--- src/hdl/hib_pkg.sv ---
// Constants, register map and types of the hibernation power controller
package hib_pkg;
    // Register byte offsets
    localparam logic [8:0] OFF_CTRL   = 9'h000;
    localparam logic [8:0] OFF_COUNT  = 9'h004;
    localparam logic [8:0] OFF_LOAD   = 9'h008;
    localparam logic [8:0] OFF_MATCH0 = 9'h00c;
    localparam logic [8:0] OFF_MATCH1 = 9'h010;
    localparam logic [8:0] OFF_TRIM   = 9'h014;
    localparam logic [8:0] OFF_MASK   = 9'h018;
    localparam logic [8:0] OFF_RAW    = 9'h01c;
    localparam logic [8:0] OFF_MASKED = 9'h020;
    localparam int         MEM_BIT    = 8;       // Address bit that selects retained memory
    localparam int         MEM_DEPTH  = 64;
    localparam int         MEM_AW     = 6;
    // Control register fields
    localparam int CTL_W       = 8;
    localparam int CTL_SLEEP   = 0;
    localparam int CTL_ALARMWK = 1;
    localparam int CTL_SRCSEL  = 2;
    localparam int CTL_PINWK   = 3;
    localparam int CTL_LBEN    = 4;
    localparam int CTL_VETO    = 5;
    localparam int CTL_SLOWEN  = 6;
    localparam int CTL_RTCEN   = 7;
    localparam logic [CTL_W-1:0] CTL_RESET = 8'h00;
    // Event bits, shared by raw status and mask
    localparam int EV_W      = 4;
    localparam int EV_MATCH0 = 0;
    localparam int EV_MATCH1 = 1;
    localparam int EV_LOWBAT = 2;
    localparam int EV_WAKE   = 3;
    localparam logic [EV_W-1:0] EV_RESET = 4'h0;
    // Clock dividers
    localparam int               XTAL_DIV_W  = 7;
    localparam logic [6:0]       XTAL_LAST   = 7'h7f;   // Divide by 128
    localparam int               TRIM_W      = 16;
    localparam logic [15:0]      TRIM_NOM    = 16'h7fff;
    localparam int               SEC_W       = 6;       // Trim used once per 64 seconds
    localparam int               SYNC_STAGES = 2;
    // Power state
    typedef enum {ST_RUN, ST_SLEEP} pwr_state_t;
endpackage

--- src/hdl/hibernation_power_control.sv ---
// Hibernation power controller: regulator enable, wake sources, RTC, retained memory
// Functional notes
// Drive regulator power-down enable output
// Wake on pin or counter match
// Detect low battery, optionally refuse sleep
// Software spaces writes and write-then-read
// Back-to-back reads need no spacing
// External slow clock always supplied
// Slow clock gated by enable bit
// Select crystal divided by 128 or oscillator
// Software waits crystal settling after enable
// 32-bit counter and two match registers
// 64 words of retained storage
// Maskable match, wake, low battery interrupts
// Trim divide once per 64 seconds
// Sleep request bit starts hibernation
// Separate pin and match wake enables
// Low battery veto blocks sleep entry
// Writes pass synchronizer before taking effect
//
// The register offsets and strobed register access are this design's own decisions.
`timescale 1ns/10ps
module hibernation_power_control
    import hib_pkg::*;
(
    // Clock and reset
    input  wire logic        mclk,
    input  wire logic        rst,
    // Register port
    input  wire logic [8:0]  addr,
    input  wire logic [31:0] wrData,
    input  wire logic        wrStrobe,
    input  wire logic        rdStrobe,
    output logic      [31:0] rdData,
    // Pins and analog status
    input  wire logic        wakePin_n,
    input  wire logic        lowBattery,
    input  wire logic        crystalIn,
    input  wire logic        oscIn,
    output logic             powerDownEnable_n,
    output logic             irq
);

    // Register state
    logic [CTL_W-1:0]  ctl;            // Control bits
    logic [31:0]       rtc;            // Seconds counter
    logic [31:0]       match0;         // First match value
    logic [31:0]       match1;         // Second match value
    logic [TRIM_W-1:0] trim;           // Predivider trim
    logic [EV_W-1:0]   mask;           // Interrupt mask
    logic [EV_W-1:0]   raw;            // Sticky event status
    logic [31:0]       mem [MEM_DEPTH];  // Retained words
    // Staged write
    logic [SYNC_STAGES-1:0] wrPend;    // Write strobe synchronizer
    logic [8:0]        stAddr;         // Held write address
    logic [31:0]       stData;         // Held write data
    logic              apply;          // Staged write takes effect
    // Clock chain
    logic              xtalPrev;       // Last crystal sample
    logic              oscPrev;        // Last oscillator sample
    logic [XTAL_DIV_W-1:0] prescale;   // Crystal divider
    logic [TRIM_W-1:0] preCount;       // Predivider countdown
    logic [SEC_W-1:0]  secIdx;         // Second within trim period
    logic              refTick;        // One 32.768 kHz reference edge
    logic              secTick;        // One second elapsed
    // Power state and pins
    pwr_state_t        state;
    logic              wakePrev;       // Last wake pin sample
    logic              lbPrev;         // Last low battery sample
    logic [31:0]       readMux;        // Read value of the current address

    // Next values
    logic [SYNC_STAGES-1:0] next_wrPend;
    logic [8:0]        next_stAddr;
    logic [31:0]       next_stData;
    logic [CTL_W-1:0]  next_ctl;
    logic [31:0]       next_rtc, next_match0, next_match1, next_rdData;
    logic [TRIM_W-1:0] next_trim, next_preCount;
    logic [EV_W-1:0]   next_mask, next_raw, evSet;
    logic [XTAL_DIV_W-1:0] next_prescale;
    logic [SEC_W-1:0]  next_secIdx;
    pwr_state_t        next_state;
    logic              next_powerDownEnable_n;  // Registered regulator enable
    logic              next_irq;                // Registered interrupt level
    logic              xtalRise, oscRise, rtcStep, wakeSrc, veto, pinWake, alarmWake, matchHit0, matchHit1;

    // Staged write path: data held, strobe delayed through two flops
    always_comb begin
        next_wrPend = {wrPend[SYNC_STAGES-2:0], wrStrobe};
        next_stAddr = wrStrobe ? addr : stAddr;
        next_stData = wrStrobe ? wrData : stData;
    end
    assign apply = wrPend[SYNC_STAGES-1];

    always_ff @(posedge mclk) begin
        if (rst) begin
            wrPend <= '0;
            stAddr <= '0;
            stData <= '0;
        end else begin
            wrPend <= next_wrPend;
            stAddr <= next_stAddr;
            stData <= next_stData;
        end
    end

    // Reference clock: crystal divided by 128 or oscillator, only while enabled
    always_comb begin
        xtalRise      = crystalIn & ~xtalPrev;
        oscRise       = oscIn & ~oscPrev;
        next_prescale = prescale;
        if (ctl[CTL_SLOWEN] && !ctl[CTL_SRCSEL] && xtalRise) begin
            next_prescale = prescale + 7'h01;            // Wraps at 128
        end
        if (!ctl[CTL_SLOWEN]) begin
            refTick = 1'b0;                              // Gated off
        end else if (ctl[CTL_SRCSEL]) begin
            refTick = oscRise;                           // Oscillator passes straight
        end else begin
            refTick = xtalRise && (prescale == XTAL_LAST);
        end
    end

    // Predivider: trim value for one second in 64, nominal otherwise
    always_comb begin
        next_preCount = preCount;
        next_secIdx   = secIdx;
        secTick       = 1'b0;
        if (refTick) begin
            if (preCount == '0) begin
                secTick       = 1'b1;
                next_secIdx   = secIdx + 6'h01;
                next_preCount = (secIdx == '0) ? trim : TRIM_NOM;
            end else begin
                next_preCount = preCount - 16'h0001;
            end
        end
    end

    always_ff @(posedge mclk) begin
        if (rst) begin
            xtalPrev <= 1'b0;
            oscPrev  <= 1'b0;
            prescale <= '0;
            preCount <= TRIM_NOM;
            secIdx   <= '0;
        end else begin
            xtalPrev <= crystalIn;
            oscPrev  <= oscIn;
            prescale <= next_prescale;
            preCount <= next_preCount;
            secIdx   <= next_secIdx;
        end
    end

    // Power sequencing; battery is only judged while running
    always_comb begin
        wakeSrc    = ctl[CTL_PINWK] | ctl[CTL_ALARMWK];
        veto       = ctl[CTL_LBEN] & ctl[CTL_VETO] & lowBattery;
        rtcStep    = secTick & ctl[CTL_RTCEN];
        matchHit0  = rtcStep && ((rtc + 32'h1) == match0);
        matchHit1  = rtcStep && ((rtc + 32'h1) == match1);
        pinWake    = ctl[CTL_PINWK] & ~wakePin_n;
        alarmWake  = ctl[CTL_ALARMWK] & (matchHit0 | matchHit1);
        next_state = state;
        case (state)
            ST_RUN: begin
                // Request without wake source or under veto is dropped
                if (ctl[CTL_SLEEP] && wakeSrc && !veto) begin
                    next_state = ST_SLEEP;
                end
            end
            ST_SLEEP: begin
                if (pinWake || alarmWake) begin
                    next_state = ST_RUN;
                end
            end
            default: next_state = ST_RUN;
        endcase
        next_powerDownEnable_n = (next_state != ST_SLEEP);            // Low turns regulator off
    end

    always_ff @(posedge mclk) begin
        if (rst) begin
            state             <= ST_RUN;
            powerDownEnable_n <= 1'b1;
            wakePrev          <= 1'b1;
            lbPrev            <= 1'b0;
        end else begin
            state             <= next_state;
            powerDownEnable_n <= next_powerDownEnable_n;
            wakePrev          <= wakePin_n;
            lbPrev            <= lowBattery;
        end
    end

    // Register file: applied writes, counter, events; hardware set beats clear
    always_comb begin
        next_ctl    = ctl;
        next_rtc    = rtcStep ? rtc + 32'h1 : rtc;
        next_match0 = match0;
        next_match1 = match1;
        next_trim   = trim;
        next_mask   = mask;
        next_raw    = raw;
        evSet       = '0;
        evSet[EV_MATCH0] = matchHit0;
        evSet[EV_MATCH1] = matchHit1;
        evSet[EV_WAKE]   = wakePrev & ~wakePin_n;                      // Falling pin edge
        evSet[EV_LOWBAT] = ctl[CTL_LBEN] & lowBattery & ~lbPrev & (state == ST_RUN);
        if (apply) begin
            case (stAddr)
                OFF_CTRL:   next_ctl    = stData[CTL_W-1:0];
                OFF_LOAD:   next_rtc    = stData;
                OFF_MATCH0: next_match0 = stData;
                OFF_MATCH1: next_match1 = stData;
                OFF_TRIM:   next_trim   = stData[TRIM_W-1:0];
                OFF_MASK:   next_mask   = stData[EV_W-1:0];
                OFF_RAW:    next_raw    = raw & ~stData[EV_W-1:0];     // Write one to clear
                default:    next_raw    = next_raw;
            endcase
        end
        // Request is consumed once acted on or refused
        if (state == ST_RUN && ctl[CTL_SLEEP]) begin
            next_ctl[CTL_SLEEP] = 1'b0;
        end
        next_raw = next_raw | evSet;
        next_irq = |(next_raw & next_mask);
    end

    always_ff @(posedge mclk) begin
        if (rst) begin
            ctl    <= CTL_RESET;
            rtc    <= '0;
            match0 <= '1;
            match1 <= '1;
            trim   <= TRIM_NOM;
            mask   <= EV_RESET;
            raw    <= EV_RESET;
            irq    <= 1'b0;
        end else begin
            ctl    <= next_ctl;
            rtc    <= next_rtc;
            match0 <= next_match0;
            match1 <= next_match1;
            trim   <= next_trim;
            mask   <= next_mask;
            raw    <= next_raw;
            irq    <= next_irq;
        end
    end

    // Retained memory: no reset, contents survive hibernation
    always_ff @(posedge mclk) begin
        if (apply && stAddr[MEM_BIT]) begin
            mem[stAddr[MEM_AW+1:2]] <= stData;
        end
    end

    // Read decode; reads are direct so they may follow each other freely
    always_comb begin
        readMux = '0;
        if (addr[MEM_BIT]) begin
            readMux = mem[addr[MEM_AW+1:2]];
        end else begin
            case (addr)
                OFF_CTRL:   readMux = {24'h000000, ctl};
                OFF_COUNT:  readMux = rtc;
                OFF_MATCH0: readMux = match0;
                OFF_MATCH1: readMux = match1;
                OFF_TRIM:   readMux = {16'h0000, trim};
                OFF_MASK:   readMux = {28'h0000000, mask};
                OFF_RAW:    readMux = {28'h0000000, raw};
                OFF_MASKED: readMux = {28'h0000000, raw & mask};
                default:    readMux = '0;                              // Unmapped reads zero
            endcase
        end
        next_rdData = rdStrobe ? readMux : '0;
    end

    always_ff @(posedge mclk) begin
        if (rst) begin
            rdData <= '0;
        end else begin
            rdData <= next_rdData;
        end
    end
endmodule // hibernation_power_control

--- config.mk ---
export PLATFORM = sky130hd
export DESIGN_NAME = hibernation_power_control
export DESIGN_NICKNAME = d
export VERILOG_FILES = /design/src/hdl/hib_pkg.sv /design/src/hdl/hibernation_power_control.sv
export SDC_FILE = /design/constraint.sdc
export NUM_CORES = 2
export LEC_CHECK = 0
export ABC_AREA = 1
export BUFFER_PORTS_ARGS = -buffer_cell sky130_fd_sc_hd__buf_2
export CAP_MARGIN = 40
export CORE_UTILIZATION = 40
export CTS_BUF_LIST = sky130_fd_sc_hd__clkbuf_4 sky130_fd_sc_hd__clkbuf_8
export DETAILED_ROUTE_END_ITERATION = 10
export PLACE_DENSITY = 0.56
export SYNTH_ARGS = -nofsm -noshare
export SYNTH_HDL_FRONTEND = slang
export SYNTH_SLANG_ARGS = --single-unit
--- constraint.sdc ---
create_clock -name mclk -period 3.52 [get_ports mclk]
set_clock_uncertainty 0.05 [all_clocks]
set_input_delay 0.176 -clock mclk [delete_from_list [all_inputs] [get_ports mclk]]
set_output_delay 0.176 -clock mclk [all_outputs]
set_load 0.1 [all_outputs]
==> flow_results.xml <==
<?xml version="1.0" encoding="UTF-8"?>
<metrics>
  <group name="sta">
    <metric name="period_utilization_post_route" unit="%">93.6</metric>
    <metric name="finalCriticalPeriod" unit="ns">3.30</metric>
    <metric name="worst_slack" unit="ns">0.224</metric>
    <metric name="finalSetupViolCount" unit="">0</metric>
    <metric name="final-hold-violation-count" unit="">0</metric>
    <metric name="timing_max_transition_violations_final" unit="">0</metric>
    <metric name="maxSlewHeadroom" unit="%">33.9</metric>
    <metric name="rsz0062_at_grt" unit="">no</metric>
    <metric name="fin_hold_ws" unit="ns">0.0824</metric>
    <metric name="transition_at_the_pin_with_the_smallest_max_transition_slack" unit="ns">0.986</metric>
    <metric name="fmaxAchievable" unit="MHz">303</metric>
  </group>
  <group name="die">
    <metric name="fp.coreArea" unit="sq mm">0.220</metric>
    <metric name="die-area" unit="sq mm">0.223</metric>
    <metric name="effective_utilization_at_floorplan" unit="%">40.3</metric>
    <metric name="row_count" unit="">172</metric>
    <metric name="chipWidth" unit="microns">473</metric>
    <metric name="top_level_ports" unit="">83</metric>
    <metric name="fp.dieH" unit="microns">473</metric>
  </group>
  <group name="run">
    <metric name="drv.max_cap_violation_count" unit="">0</metric>
  </group>
  <group name="cts">
    <metric name="cts_inserted_buffers" unit="">391</metric>
    <metric name="clock_tree.root_cell" unit="">clkbuf_8</metric>
    <metric name="clkTransAtPathRegs" unit="ns">0.06</metric>
    <metric name="clkSinkCount" unit="">2318</metric>
    <metric name="tritoncts" unit="">yes</metric>
    <metric name="cts_setup_buffers" unit="">0</metric>
    <metric name="worstSkewPairLatency" unit="ns">1.09</metric>
    <metric name="cts-htree-levels" unit="">5</metric>
    <metric name="cts_buffer_depth" unit="">4</metric>
  </group>
  <group name="yosys">
    <metric name="post_synth_instance_area" unit="sq mm">0.0886</metric>
    <metric name="synth_top_area_share" unit="%">69.4</metric>
    <metric name="syn_inst" unit="">6429</metric>
    <metric name="yosys-top-cells-count" unit="">edfxtp_1, nand2_1, a22oi_1</metric>
    <metric name="synth_warn" unit="">0</metric>
    <metric name="synth-main-ff-cell" unit="">edfxtp_1</metric>
    <metric name="ys_ff_latch" unit="">2318</metric>
    <metric name="post_synth_num_cell_types" unit="">48</metric>
    <metric name="post-synth-top-count-cell" unit="">edfxtp_1</metric>
    <metric name="synth_edf_count" unit="">2048</metric>
    <metric name="fraction_of_registers_with_async_set_or_reset_after_synthesis" unit="%">0</metric>
    <metric name="yosys.area.top_type" unit="">edfxtp_1</metric>
    <metric name="synth.top_cells.by_area" unit="">edfxtp_1, a22oi_1, dfxtp_1</metric>
    <metric name="seq_area_frac_synth" unit="%">75.5</metric>
    <metric name="syn_area_per_cell" unit="sq um">13.8</metric>
  </group>
  <group name="pwr">
    <metric name="clock_power_share" unit="%">41.3</metric>
    <metric name="irDropWorstVdd" unit="V">0.000468</metric>
    <metric name="p_comb_share" unit="%">5.8</metric>
    <metric name="p_total" unit="mW">57.4</metric>
    <metric name="portion_of_total_power_attributed_to_sequential_cells" unit="%">52.9</metric>
    <metric name="power_switching" unit="mW">13.4</metric>
    <metric name="netSwitchingFraction" unit="%">23.4</metric>
    <metric name="cell_internal_pwr" unit="mW">43.9</metric>
    <metric name="power.leakage" unit="nW">36.2</metric>
    <metric name="power.density_cell_area" unit="mW/mm^2">547</metric>
  </group>
  <group name="critical_path">
    <metric name="critical_path.most_common_cell" unit="">inv_1</metric>
    <metric name="critical_path.endpoint_type" unit="">flip-flop</metric>
    <metric name="slowest_delay" unit="ns">0.75</metric>
    <metric name="worst-path-stages" unit="">15</metric>
    <metric name="startpoint_type" unit="">primary input</metric>
    <metric name="timing.critical_path.fanout_max" unit="">18</metric>
    <metric name="cp_num_buf_inv" unit="">8</metric>
    <metric name="cp_cell_sequence" unit="">dlygate4sd3_1 -&gt; buf_2 -&gt; nor2_2 -&gt; inv_1 -&gt; nor2_2 -&gt; inv_1 -&gt; nor2_1 -&gt; inv_1 -&gt; nor2_4 -&gt; inv_2 -&gt; buf_4 -&gt; o22ai_1 -&gt; a21oi_1 -&gt; a21oi_1 -&gt; dlygate4sd3_1</metric>
    <metric name="critical_path.top_delay_family" unit="">buffers and inverters</metric>
    <metric name="worstRegToRegCells" unit="">16</metric>
    <metric name="crit_start" unit="">addr[6]</metric>
    <metric name="critical_path_end" unit="">rdData[17]$_SDFF_PP0_</metric>
    <metric name="critical-path-slowest-cell" unit="">a21oi_1</metric>
    <metric name="worst_r2r_endpoint" unit="">state[0]$_SDFF_PP0_</metric>
    <metric name="worst-r2r-setup-slack" unit="ns">0.32</metric>
    <metric name="worstPathArrival" unit="ns">4.23</metric>
    <metric name="launch_point_of_the_worst_reg_to_reg_path" unit="">rtc[0]$_SDFF_PP0_</metric>
    <metric name="critPathKind" unit="">in2reg</metric>
    <metric name="worstPathRequired" unit="ns">4.46</metric>
  </group>
  <group name="final_layout">
    <metric name="final_layout_size_suffix_gt1_share" unit="%">17.3</metric>
    <metric name="fin_nets" unit="">7158</metric>
    <metric name="layout.filler_cells" unit="">19200</metric>
    <metric name="layoutNonFillerInstCount" unit="">10400</metric>
    <metric name="syn_to_layout_area_delta" unit="%">18.5</metric>
  </group>
  <group name="grt">
    <metric name="antenna_found_initial" unit="">19</metric>
    <metric name="global_route_wire_length_before_repair" unit="microns">424000</metric>
    <metric name="grt_start_max_net_pins" unit="">67</metric>
    <metric name="grt_use_total" unit="%">26.5</metric>
    <metric name="grt_pass1_vias" unit="">57500</metric>
    <metric name="overflow" unit="">0</metric>
  </group>
  <group name="placed_design">
    <metric name="port-buffer-count" unit="">82</metric>
    <metric name="dpl_hpwl" unit="microns">181000</metric>
    <metric name="finalWeightedCongestion" unit="">0.913</metric>
    <metric name="place_ws" unit="ns">-0.0587</metric>
    <metric name="place_inst" unit="">9546</metric>
  </group>
  <group name="route">
    <metric name="post_drt_via_cell_ratio" unit="">5.82</metric>
    <metric name="wl" unit="microns">301000</metric>
    <metric name="first_pass_iters" unit="">6</metric>
    <metric name="drc" unit="">0</metric>
    <metric name="total_via_count_in_the_routed_design" unit="">60300</metric>
    <metric name="detailedRoute.firstIterationViolations" unit="">7746</metric>
    <metric name="wire_per_inst" unit="microns">29.1</metric>
    <metric name="ant_nets" unit="">0</metric>
  </group>
  <group name="status">
    <metric name="run_status" unit="">completed</metric>
  </group>
  <group name="min_path">
    <metric name="min_path_type" unit="">in2reg</metric>
  </group>
</metrics>
## per-stage QoR
stage                     instance area, sq um  utilization (%)  TNS, ns
after floorplan                          88700                -        0
after global placement                   95700             43.5   -0.986
after detailed placement                 96100             43.7  -0.0815
after CTS                               105000             47.7        0
after global routing                    105000             47.7        0
final                                   105000             47.7        0
## logic make-up (layout without fill, tap and decap cells)
family	after synthesis	in the layout	synth area share, %
flip-flops	2318	2318	75.5
buffers and inverters	616	1558	2.73
other	1	36	0.00423
adder cells (fa/ha/maj)	6	6	0.0847
AO/OA/AOI/OAI	1872	1872	13.8
XOR/XNOR	12	12	0.143
AND/OR/NAND/NOR	1604	1604	7.66
## worst min-delay path by stage
stage | from | endpoint | slack, ns | cells after the start
after floorplan | wakePin_n | wakePrev$_SDFF_PP1_ | 0.22 | 2
after global placement | oscIn | oscPrev$_SDFF_PP0_ | 0.34 | 3
after detailed placement | wrPend[0]$_SDFF_PP0_ | wrPend[1]$_SDFF_PP0_ | 0.35 | 2
after CTS | addr[5] | stAddr[5]$_SDFFE_PP0P_ | 0.0002 | 4
after global routing | wrData[20] | stData[20]$_SDFFE_PP0P_ | 0.07 | 4
final | addr[5] | stAddr[5]$_SDFFE_PP0P_ | 0.08 | 4
## flip-flops by register name (all words and copies together) (netlist names), 6 cells and up
signal and count:
ctl 8, match0 32, match1 32, mem 2048
preCount 16, prescale 7, rdData 32, rtc 32
secIdx 6, stAddr 9, stData 32, state 32
trim 16
## cells in the final DEF (no fill, tap or decap), types with 9 or more instances in the layout
cell type / count
nor4_1: 29
clkbuf_8: 423
clkinv_1: 84
nor2_4: 77
buf_2: 88
o22ai_1: 24
nand4_1: 31
nor2_1: 169
buf_4: 321
nor4b_1: 9
conb_1: 31
nor2_2: 14
buf_12: 80
a31oi_1: 90
a22oi_1: 933
a221oi_1: 38
o211ai_1: 75
nand2_2: 23
nand3b_1: 11
o21ai_0: 177
inv_1: 235
nor3_1: 72
dlygate4sd3_1: 120
dfxtp_1: 238
a21oi_1: 506
nand2_1: 994
nand3_1: 156
clkbuf_4: 122
clkinv_2: 46
edfxtp_1: 2048
dfxtp_2: 32
## timing repair
item / 4_1_cts / 5_1_grt
setup endpoints to repair: 0 / 2
gates resized for setup: 0 / 1
hold buffers: 120 / 0
hold endpoints to repair: 239 / 0
## power by group through the flow
stage                     Clock, mW  Combinational, mW  Sequential (mW)
after floorplan                   0               1.24             31.0
after global placement            0               2.95             31.0
after detailed placement          0               3.13             30.9
after CTS                      24.0               3.25             30.3
after global routing           25.2               3.46             30.3
final                          23.7               3.32             30.3
## worst min-delay path: stages
cell and delay (ns):
dlygate4sd3_1 0.54, buf_2 0.22, inv_1 0.14, a21oi_1 0.08
## layout make-up
class                      instances  area, sq um  area share (%)
antenna                            5         12.5          0.0119
clock buffer                     545         6740            6.42
clock inverter                   146          865           0.824
inverter                         249          960           0.914
multi-input combinational       3525        19900            19.0
sequential                      2318        66900            63.8
tap                             2958         3700            3.53
timing repair buffer             618         5800            5.53
## metal layers
| layer | track usage (%) | wire length [microns] | vias up |
|---|---|---|---|
| met2 | 39.8 | 134000 | 3123 |
| met1 | 37.4 | 125000 | 30700 |
| met5 | 0 | 49 | - |
| met4 | 9.67 | 10600 | 8 |
| li1 | - | - | 26000 |
| met3 | 6.30 | 31100 | 459 |
(Power assumes the default switching activity.)
